<file path="src/include/bp_map_pkg.sv">
// Memory map constants and region decode for the backplane bus decoder
package bp_map_pkg;

    // Region bounds in the flat 64 KB space
    localparam logic [15:0] PROG_LAST  = 16'h8fff;
    localparam logic [15:0] BOOT_LAST  = 16'h1fff;
    localparam logic [15:0] SCSI_FIRST = 16'h9000;
    localparam logic [15:0] SCSI_LAST  = 16'h9fff;
    localparam logic [15:0] PWR_FIRST  = 16'ha000;
    localparam logic [15:0] PWR_LAST   = 16'hafff;

    // Power control byte layout and reset value
    localparam logic [7:0] PWR_RESET    = 8'hdf;
    localparam int         PWR_SLOT_LSB = 0;
    localparam int         PWR_SLOT_MSB = 4;
    localparam int         PWR_IDSEL    = 5;
    localparam int         PWR_RSVD     = 6;
    localparam int         PWR_CHASSIS  = 7;

    // Pin synchroniser slots
    localparam int         PIN_COUNT   = 4;
    localparam int         PIN_JUMPER  = 0;
    localparam int         PIN_CHASSIS = 1;
    localparam int         PIN_IDSEL   = 2;
    localparam int         PIN_BPRST   = 3;
    localparam logic [3:0] PIN_RESET   = 4'h8;

    // Address regions decoded here
    typedef enum {
        REG_PROG,
        REG_SCSI,
        REG_PWR,
        REG_OTHER
    } region_type;

    // Every address falls in exactly one region
    function automatic region_type region_of(input logic [15:0] a);
        if (a <= PROG_LAST)
            return REG_PROG;
        else if (a <= SCSI_LAST)
            return REG_SCSI;
        else if (a <= PWR_LAST)
            return REG_PWR;
        else
            return REG_OTHER;
    endfunction

endpackage

</file>
<file path="src/rtl/backplane_memory_map_power_ctrl.sv">
// Bus decoder, boot block guard, SCSI DMA strobes and drive power byte
module backplane_memory_map_power_ctrl #(
    parameter int SLOT_COUNT = 5
) (
    // Clock and reset
    input  wire logic        clk,
    input  wire logic        rstn,
    // Controller bus, same clock domain
    input  wire logic [15:0] bus_addr,
    input  wire logic [7:0]  bus_wdata,
    input  wire logic        bus_rd_n,
    input  wire logic        bus_wr_n,
    output logic      [7:0]  bus_rdata,
    output logic             bus_rdata_valid,
    // Program memory strobes
    output logic             prog_ce_n,
    output logic             prog_oe_n,
    output logic             prog_we_n,
    // SCSI controller strobes and reset
    output logic             scsi_dma_ack_n,
    output logic             scsi_rd_n,
    output logic             scsi_wr_n,
    output logic             scsi_ctrl_reset,
    // Slot power switches
    output logic [SLOT_COUNT-1:0] slot_power_switch_bits,
    // Board pins, asynchronous
    input  wire logic        boot_write_jumper,
    input  wire logic        chassis_internal,
    input  wire logic        array_id_select_bit,
    input  wire logic        backplane_reset_n
);

    // The byte layout only holds five slot bits; refuse anything else at elaboration
    if (SLOT_COUNT < 1 || SLOT_COUNT > 5)
    begin : g_bad_slot_count
        $error("SLOT_COUNT must be 1 to 5");
    end

    // Pin synchronisers: three stages, change taken once 2 and 3 agree
    logic [3:0] sync1_q, sync1_d;
    logic [3:0] sync2_q, sync2_d;
    logic [3:0] sync3_q, sync3_d;
    logic [3:0] pin_q,   pin_d;

    always_comb
    begin
        sync1_d = {backplane_reset_n, array_id_select_bit,
                   chassis_internal, boot_write_jumper};
        sync2_d = sync1_q;
        sync3_d = sync2_q;
        // Agreement filter rejects a single sampled glitch
        pin_d   = (sync2_q & sync3_q) | (pin_q & (sync2_q | sync3_q));
    end

    always_ff @(posedge clk)
    begin
        if (!rstn)
        begin
            sync1_q <= bp_map_pkg::PIN_RESET;
            sync2_q <= bp_map_pkg::PIN_RESET;
            sync3_q <= bp_map_pkg::PIN_RESET;
            pin_q   <= bp_map_pkg::PIN_RESET;
        end
        else
        begin
            sync1_q <= sync1_d;
            sync2_q <= sync2_d;
            sync3_q <= sync3_d;
            pin_q   <= pin_d;
        end
    end

    logic jumper_write;
    logic bp_reset_active;
    assign jumper_write    = pin_q[bp_map_pkg::PIN_JUMPER];
    assign bp_reset_active = !pin_q[bp_map_pkg::PIN_BPRST];

    // Decode of the live cycle
    bp_map_pkg::region_type cur_region;
    logic rd_act;
    logic wr_act;
    logic in_boot;
    assign cur_region = bp_map_pkg::region_of(bus_addr);
    assign rd_act     = !bus_rd_n;
    assign wr_act     = !bus_wr_n;
    assign in_boot    = bus_addr <= bp_map_pkg::BOOT_LAST;

    // Write tracking: address and data follow the bus while the strobe is low, held once it rises
    logic        wr_prev_q, wr_prev_d;
    logic [15:0] wr_addr_q, wr_addr_d;
    logic [7:0]  wr_data_q, wr_data_d;
    logic        commit;
    logic [4:0]  power_q,   power_d;

    always_comb
    begin
        wr_prev_d = wr_act;
        wr_addr_d = wr_act ? bus_addr  : wr_addr_q;
        wr_data_d = wr_act ? bus_wdata : wr_data_q;
        // Strobe just released on an aliased power address
        commit = wr_prev_q && !wr_act
              && bp_map_pkg::region_of(wr_addr_q) == bp_map_pkg::REG_PWR;
        power_d = power_q;
        if (commit)
            power_d = wr_data_q[4:0];
    end

    always_ff @(posedge clk)
    begin
        if (!rstn)
        begin
            wr_prev_q <= 1'b0;
            wr_addr_q <= 16'h0000;
            wr_data_q <= 8'h00;
            power_q   <= bp_map_pkg::PWR_RESET[4:0];
        end
        else
        begin
            wr_prev_q <= wr_prev_d;
            wr_addr_q <= wr_addr_d;
            wr_data_q <= wr_data_d;
            power_q   <= power_d;
        end
    end

    // Readback byte; slot bits are the commanded state only
    logic [7:0] pwr_byte;
    always_comb
    begin
        pwr_byte = 8'h00;
        pwr_byte[bp_map_pkg::PWR_SLOT_MSB:bp_map_pkg::PWR_SLOT_LSB] = power_q;
        pwr_byte[bp_map_pkg::PWR_IDSEL]   = pin_q[bp_map_pkg::PIN_IDSEL];
        // Reserved bit reads as in the default byte so a fresh read matches it
        pwr_byte[bp_map_pkg::PWR_RSVD]    = bp_map_pkg::PWR_RESET[bp_map_pkg::PWR_RSVD];
        pwr_byte[bp_map_pkg::PWR_CHASSIS] = pin_q[bp_map_pkg::PIN_CHASSIS];
    end

    // Output stage: every strobe registered, one cycle behind the bus
    logic [7:0] rdata_q, rdata_d;
    logic       rvalid_q, rvalid_d;
    logic       prog_ce_q, prog_ce_d;
    logic       prog_oe_q, prog_oe_d;
    logic       prog_we_q, prog_we_d;
    logic       dack_q, dack_d;
    logic       srd_q, srd_d;
    logic       swr_q, swr_d;
    logic       srst_q, srst_d;
    logic [SLOT_COUNT-1:0] slots_q, slots_d;

    always_comb
    begin
        prog_ce_d = !(cur_region == bp_map_pkg::REG_PROG && (rd_act || wr_act));
        prog_oe_d = !(cur_region == bp_map_pkg::REG_PROG && rd_act);
        // Boot block write without the jumper gets chip enable but no write strobe
        prog_we_d = !(cur_region == bp_map_pkg::REG_PROG && wr_act
                      && (!in_boot || jumper_write));
        dack_d = !(cur_region == bp_map_pkg::REG_SCSI && (rd_act || wr_act));
        srd_d  = !(cur_region == bp_map_pkg::REG_SCSI && rd_act);
        swr_d  = !(cur_region == bp_map_pkg::REG_SCSI && wr_act);
        rvalid_d = cur_region == bp_map_pkg::REG_PWR && rd_act;
        rdata_d  = rvalid_d ? pwr_byte : 8'h00;
        srst_d   = bp_reset_active;
        // Driven from the next value so the switch follows the capture edge
        slots_d  = power_d[SLOT_COUNT-1:0];
    end

    always_ff @(posedge clk)
    begin
        if (!rstn)
        begin
            rdata_q   <= 8'h00;
            rvalid_q  <= 1'b0;
            prog_ce_q <= 1'b1;
            prog_oe_q <= 1'b1;
            prog_we_q <= 1'b1;
            dack_q    <= 1'b1;
            srd_q     <= 1'b1;
            swr_q     <= 1'b1;
            srst_q    <= 1'b1;
            slots_q   <= bp_map_pkg::PWR_RESET[SLOT_COUNT-1:0];
        end
        else
        begin
            rdata_q   <= rdata_d;
            rvalid_q  <= rvalid_d;
            prog_ce_q <= prog_ce_d;
            prog_oe_q <= prog_oe_d;
            prog_we_q <= prog_we_d;
            dack_q    <= dack_d;
            srd_q     <= srd_d;
            swr_q     <= swr_d;
            srst_q    <= srst_d;
            slots_q   <= slots_d;
        end
    end

    assign bus_rdata              = rdata_q;
    assign bus_rdata_valid        = rvalid_q;
    assign prog_ce_n              = prog_ce_q;
    assign prog_oe_n              = prog_oe_q;
    assign prog_we_n              = prog_we_q;
    assign scsi_dma_ack_n         = dack_q;
    assign scsi_rd_n              = srd_q;
    assign scsi_wr_n              = swr_q;
    assign scsi_ctrl_reset        = srst_q;
    assign slot_power_switch_bits = slots_q;

    // Boot block protected: no write strobe follows
    property p_boot_guard;
        @(posedge clk) disable iff (!rstn)
        (wr_act && in_boot && !jumper_write) |=> prog_we_n;
    endproperty
    a_boot_guard: assert property (p_boot_guard)
        else $error("boot block written while protected");

    // Ordinary program write reaches the memory next cycle
    property p_prog_write;
        @(posedge clk) disable iff (!rstn)
        (wr_act && cur_region == bp_map_pkg::REG_PROG && !in_boot)
            |=> !prog_we_n && !prog_ce_n;
    endproperty
    a_prog_write: assert property (p_prog_write)
        else $error("program write strobe missing");

    // DMA window read gives acknowledge and read strobe only
    property p_dma_read;
        @(posedge clk) disable iff (!rstn)
        (rd_act && !wr_act && cur_region == bp_map_pkg::REG_SCSI)
            |=> !scsi_dma_ack_n && !scsi_rd_n && scsi_wr_n;
    endproperty
    a_dma_read: assert property (p_dma_read)
        else $error("DMA read strobes wrong");

    // Acknowledge never shown outside the DMA window
    property p_dma_only;
        @(posedge clk) disable iff (!rstn)
        !scsi_dma_ack_n |-> $past(cur_region) == bp_map_pkg::REG_SCSI;
    endproperty
    a_dma_only: assert property (p_dma_only)
        else $error("acknowledge outside DMA window");

    // Aliased read returns the commanded byte
    property p_pwr_read;
        @(posedge clk) disable iff (!rstn)
        (rd_act && cur_region == bp_map_pkg::REG_PWR)
            |=> bus_rdata_valid && bus_rdata[4:0] == $past(power_q)
                && bus_rdata[bp_map_pkg::PWR_RSVD] == bp_map_pkg::PWR_RESET[bp_map_pkg::PWR_RSVD];
    endproperty
    a_pwr_read: assert property (p_pwr_read)
        else $error("power byte readback wrong");

    // Status bits follow their pins
    property p_status_bits;
        @(posedge clk) disable iff (!rstn)
        bus_rdata_valid |-> bus_rdata[7] == $past(pin_q[1]) && bus_rdata[5] == $past(pin_q[2]);
    endproperty
    a_status_bits: assert property (p_status_bits)
        else $error("status bits wrong");

    // Strobe release captures data and switches slots on that edge
    property p_capture;
        @(posedge clk) disable iff (!rstn)
        commit |=> slot_power_switch_bits == $past(wr_data_q[SLOT_COUNT-1:0]);
    endproperty
    a_capture: assert property (p_capture)
        else $error("power byte not captured");

    // Without a finished write the slots hold
    property p_hold;
        @(posedge clk) disable iff (!rstn)
        !commit ##1 !commit |-> $stable(slot_power_switch_bits);
    endproperty
    a_hold: assert property (p_hold)
        else $error("slot power changed without write");

    // Reset leaves all slots powered
    property p_reset_on;
        @(posedge clk)
        !rstn |=> slot_power_switch_bits == bp_map_pkg::PWR_RESET[SLOT_COUNT-1:0] && scsi_ctrl_reset;
    endproperty
    a_reset_on: assert property (p_reset_on)
        else $error("reset state wrong");

    // Backplane reset drives the SCSI reset
    property p_scsi_reset;
        @(posedge clk) disable iff (!rstn)
        bp_reset_active |=> scsi_ctrl_reset;
    endproperty
    a_scsi_reset: assert property (p_scsi_reset)
        else $error("SCSI reset missing");

endmodule

</file>
<file path="config.mk">
export PLATFORM = sky130hd
export DESIGN_NAME = backplane_memory_map_power_ctrl
export DESIGN_NICKNAME = d
export VERILOG_FILES = /design/src/include/bp_map_pkg.sv /design/src/rtl/backplane_memory_map_power_ctrl.sv
export SDC_FILE = /design/constraint.sdc
export NUM_CORES = 1
export LEC_CHECK = 0
export BUFFER_PORTS_ARGS = -buffer_cell sky130_fd_sc_hd__buf_2
export CAP_MARGIN = 25
export CORE_ASPECT_RATIO = 2
export CORE_MARGIN = 5
export CORE_UTILIZATION = 31
export CTS_CLUSTER_SIZE = 12
export DETAILED_ROUTE_END_ITERATION = 12
export PLACE_DENSITY_LB_ADDON = 0.08
export SLEW_MARGIN = 30
export SYNTH_ARGS = -nofsm -noshare
export SYNTH_HDL_FRONTEND = slang
export SYNTH_SLANG_ARGS = --single-unit
</file>
<file path="constraint.sdc">
create_clock -name clk -period 1.3 [get_ports clk]
set_clock_uncertainty 0.2 [all_clocks]
set_input_delay 0.26 -clock clk [delete_from_list [all_inputs] [get_ports clk]]
set_output_delay 0.26 -clock clk [all_outputs]
set_load 0.005 [all_outputs]
</file>
==> summary.md <==
| Metric | Value |
|---|---|
| Synth area leader | `dfxtp_1` |
| M2 GR Usage | `between 15 and 20%` |
| Post-synth top cells | `dfxtp_1, and2_1, nand2_1, nor2b_1` |
| Syn. warnings | `0` |
| Met1 GRT Util | `between 10% and 20%` |
| First-pass GRT wire length | `4710 µm` |
| Vias/cell | `~4.4` |
| GRT overflow | `0` |
| DR WL/cell | `approximately 12 µm` |
| Clock root cell | `clkbuf_8` |
| Area contributors post-synth | `dfxtp_1, and2_1, mux2i_1` |
| Count of final setup violators | `0` |
| Critical path fanouts, max | `3` |
| Worst min-delay path category | `input port to flip-flop` |
| Placed Cells | `227` |
| Antenna Violating Nets Remaining | `0` |
| Largest net degree at the start of global routing | `22` |
| Largest family of logic cells by synthesized area | `simple AND/OR/NAND/NOR gates` |
| Achievable Freq | `822 MHz` |
| DIE AREA | `6510 µm²` |
| Final Hold Viols | `0` |
| Max cap viols | `0` |
| Final non-filler cell total | `240` |
| Io pins | `53` |
| Area growth syn-to-layout | `23.9%` |
| RSZ-0062 raised after global routing | `false` |
| Asr flop ratio synth | `0%` |
| Synth Area in Simple Gates | `between 10% and 20%` |
| Worst-skew pair later-pin latency | `around 0.28 ns` |
| Count leader, synth | `dfxtp_1` |
| Total core area | `just under 5000 µm²` |
| Critical path data required time | `roughly 0.84 ns` |
| Initial DRC Count | `11` |
| Initial core utilization | `31.7%` |
| CTS H-tree depth | `2` |
| Adder-cell share of the synthesized area | `0%` |
| Antenna fix cells | `0` |
| Top_reg_cell synth | `dfxtp_1` |
| Mapped Nets | `between 150 and 200` |
| CTS clock-pin slew for the worst setup and hold paths | `0.08 ns` |
| Slew Limit Fails | `0` |
| Post-CTS Setup Bufs | `0` |
| Setup TNS | `0 ns` |
| Post-Synthesis Cells | `between 100 and 150` |
| Origin of the worst min-delay path | `bus_wdata[2]` |
| Reg-to-Reg Start | `wr_addr_q[13]` |
| Final worst path period share | `93.6%` |
| Total track usage | `9.61%` |
| GP Congestion | `around 0.71` |
| DRT Pass-1 Iters | `2` |
| Worst-Margin Slew | `0.377 ns` |
| Number of global-route vias before repair | `roughly 1100` |
| Met3 usage | `under 10%` |
| Initial antenna violation count | `0` |
| Fillers | `around 500` |
| XOR/XNOR Fraction of Synth Area | `0%` |
| Die W | `a little under 60 µm` |
| WS Path Type | `flip-flop to primary output` |
| Worst setup SP type | `flip-flop` |
| Mux cell area share after synthesis | `between 5 and 6%` |
| WL final | `2830 µm` |
| Largest stage delay on the critical path | `between 0.3 and 0.4 ns` |
| Worst hold slack | `0.0402 ns` |
| Status | `complete, no violations` |
| IO Port Bufs | `37` |
| Syn Area/Cell | `11.0 µm²` |
| CP cell instances | `buf_2` |
| Worst path slowest cell | `dfxtp_1` |
| Synth Area in Compound Gates | `under 10%` |
| Max clock buf depth | `2` |
| DRC Markers | `0` |
| Power per Cell Area | `approximately 1300 nW/µm²` |
| Cell variety after synth | `23` |
| Total CTS buffers | `5` |
| CTS tree | `done` |
| Setup crit start | `slot_power_switch_bits[3]` |
| Seq/Total Area, Yosys | `approximately 60%` |
| Synth Cell Area | `around 1500 µm²` |
| Share of cells above drive strength 1 | `27.3%` |
| Critical path buffers and inverters | `1` |
| CP arrival | `~0.76 ns` |
| Worst vdd ir | `a little over 0.0008 V` |
| Worst Setup End Kind | `primary output` |
| Die extent in y | `about 110 µm` |
| Static Leak | `approximately 0.81 nW` |
| Max-slew headroom | `approximately three quarters` |
| Final min period | `1.22 ns` |
| GRT busiest layer | `met2` |
| Clock tree sinks | `46` |
| DR vias | `approximately 1100` |
| Crit-path leading delay family | `flip-flops` |
| Share of the synthesized area in the top cell type | `about three fifths` |
| Nets | `215` |
| # rows | `36` |
| #FFs+latches synth | `46` |
| DP HPWL | `between 2000 and 2500 µm` |
| Number of synthesized flops with an enable pin | `0` |
report_power, final:
part	switching [mW]	total (mW)	internal [mW]
Clock	0.424	0.794	0.371
Combinational	0.0732	0.161	0.0880
Sequential	0.0175	1.47	1.45
layer usage:
metal | part of all wire (%) | vias up
met3 | 7.2 | 4
met2 | 51 | 29
met1 | 40 | 481
li1 | - | 539
met5 | 0 | -
met4 | 1.8 | 0
final timing paths:
path	depth (start not counted)	to	slack, ns
worst max register to register	3	slot_power_switch_bits[3]	0.10
worst min-delay path	3	wr_data_q[2]	0.04
worst min register to register	1	scsi_ctrl_reset	0.19
worst max-delay path	1	slot_power_switch_bits[3]	0.08
per-stage QoR:
step / util [%] / setup slack (ns) / power [mW] / instance area [µm²]
5_1_grt: 39.2 / 0.00476 / 2.55 / 1890
3_5_place_dp: 36.3 / -0.0323 / 1.65 / 1750
4_1_cts: 39.2 / 0.0314 / 2.48 / 1890
3_3_place_gp: 36.3 / -0.0324 / 1.65 / 1750
6_report: 39.2 / 0.0829 / 2.42 / 1890
2_1_floorplan: - / 0.0613 / 1.59 / 1530
cells by family after synthesis:
| group | count (synthesis) |
|---|---|
| flops | 46 |
| simple gates | 48 |
| compound gates | 20 |
| mux | 9 |
| buf+inv | 16 |
timing repair:
item,in CTS,in global routing
hold buffers,6,0
setup endpoints to repair,0,5
gates resized for setup,0,5
hold endpoints to repair,5,0
layout by cell type (no fill, tap or decap), types with 2 or more instances in the layout:
cell	n
buf_4	5
and2_1	16
nor2b_1	10
nor2_1	2
o21ai_0	5
o311ai_1	5
nand2b_1	3
inv_1	5
clkbuf_1	2
mux2i_1	9
nand2_1	10
dfxtp_1	46
a21boi_0	4
o21ai_1	4
buf_2	37
dlygate4sd3_1	6
clkbuf_8	5
layout make-up:
cell class / count / area, µm² / area share [%]
Inverter: 5 / 18.8 / 0.993
Sequential cell: 46 / 921 / 48.7
Multi-Input combinational cell: 77 / 520 / 27.5
Clock buffer: 7 / 76.3 / 4.04
Tap cell: 57 / 71.3 / 3.77
Timing Repair Buffer: 48 / 283 / 15.0
registers in the layout (all words and copies together), names as in the netlist, 4 cells and up:
name                    flops
bus_rdata                   8
slot_power_switch_bits      5
wr_data_q                   5
pin_q                       4
sync1_q                     4
sync2_q                     4
sync3_q                     4
wr_addr_q                   4
(Power assumes the default switching activity.)
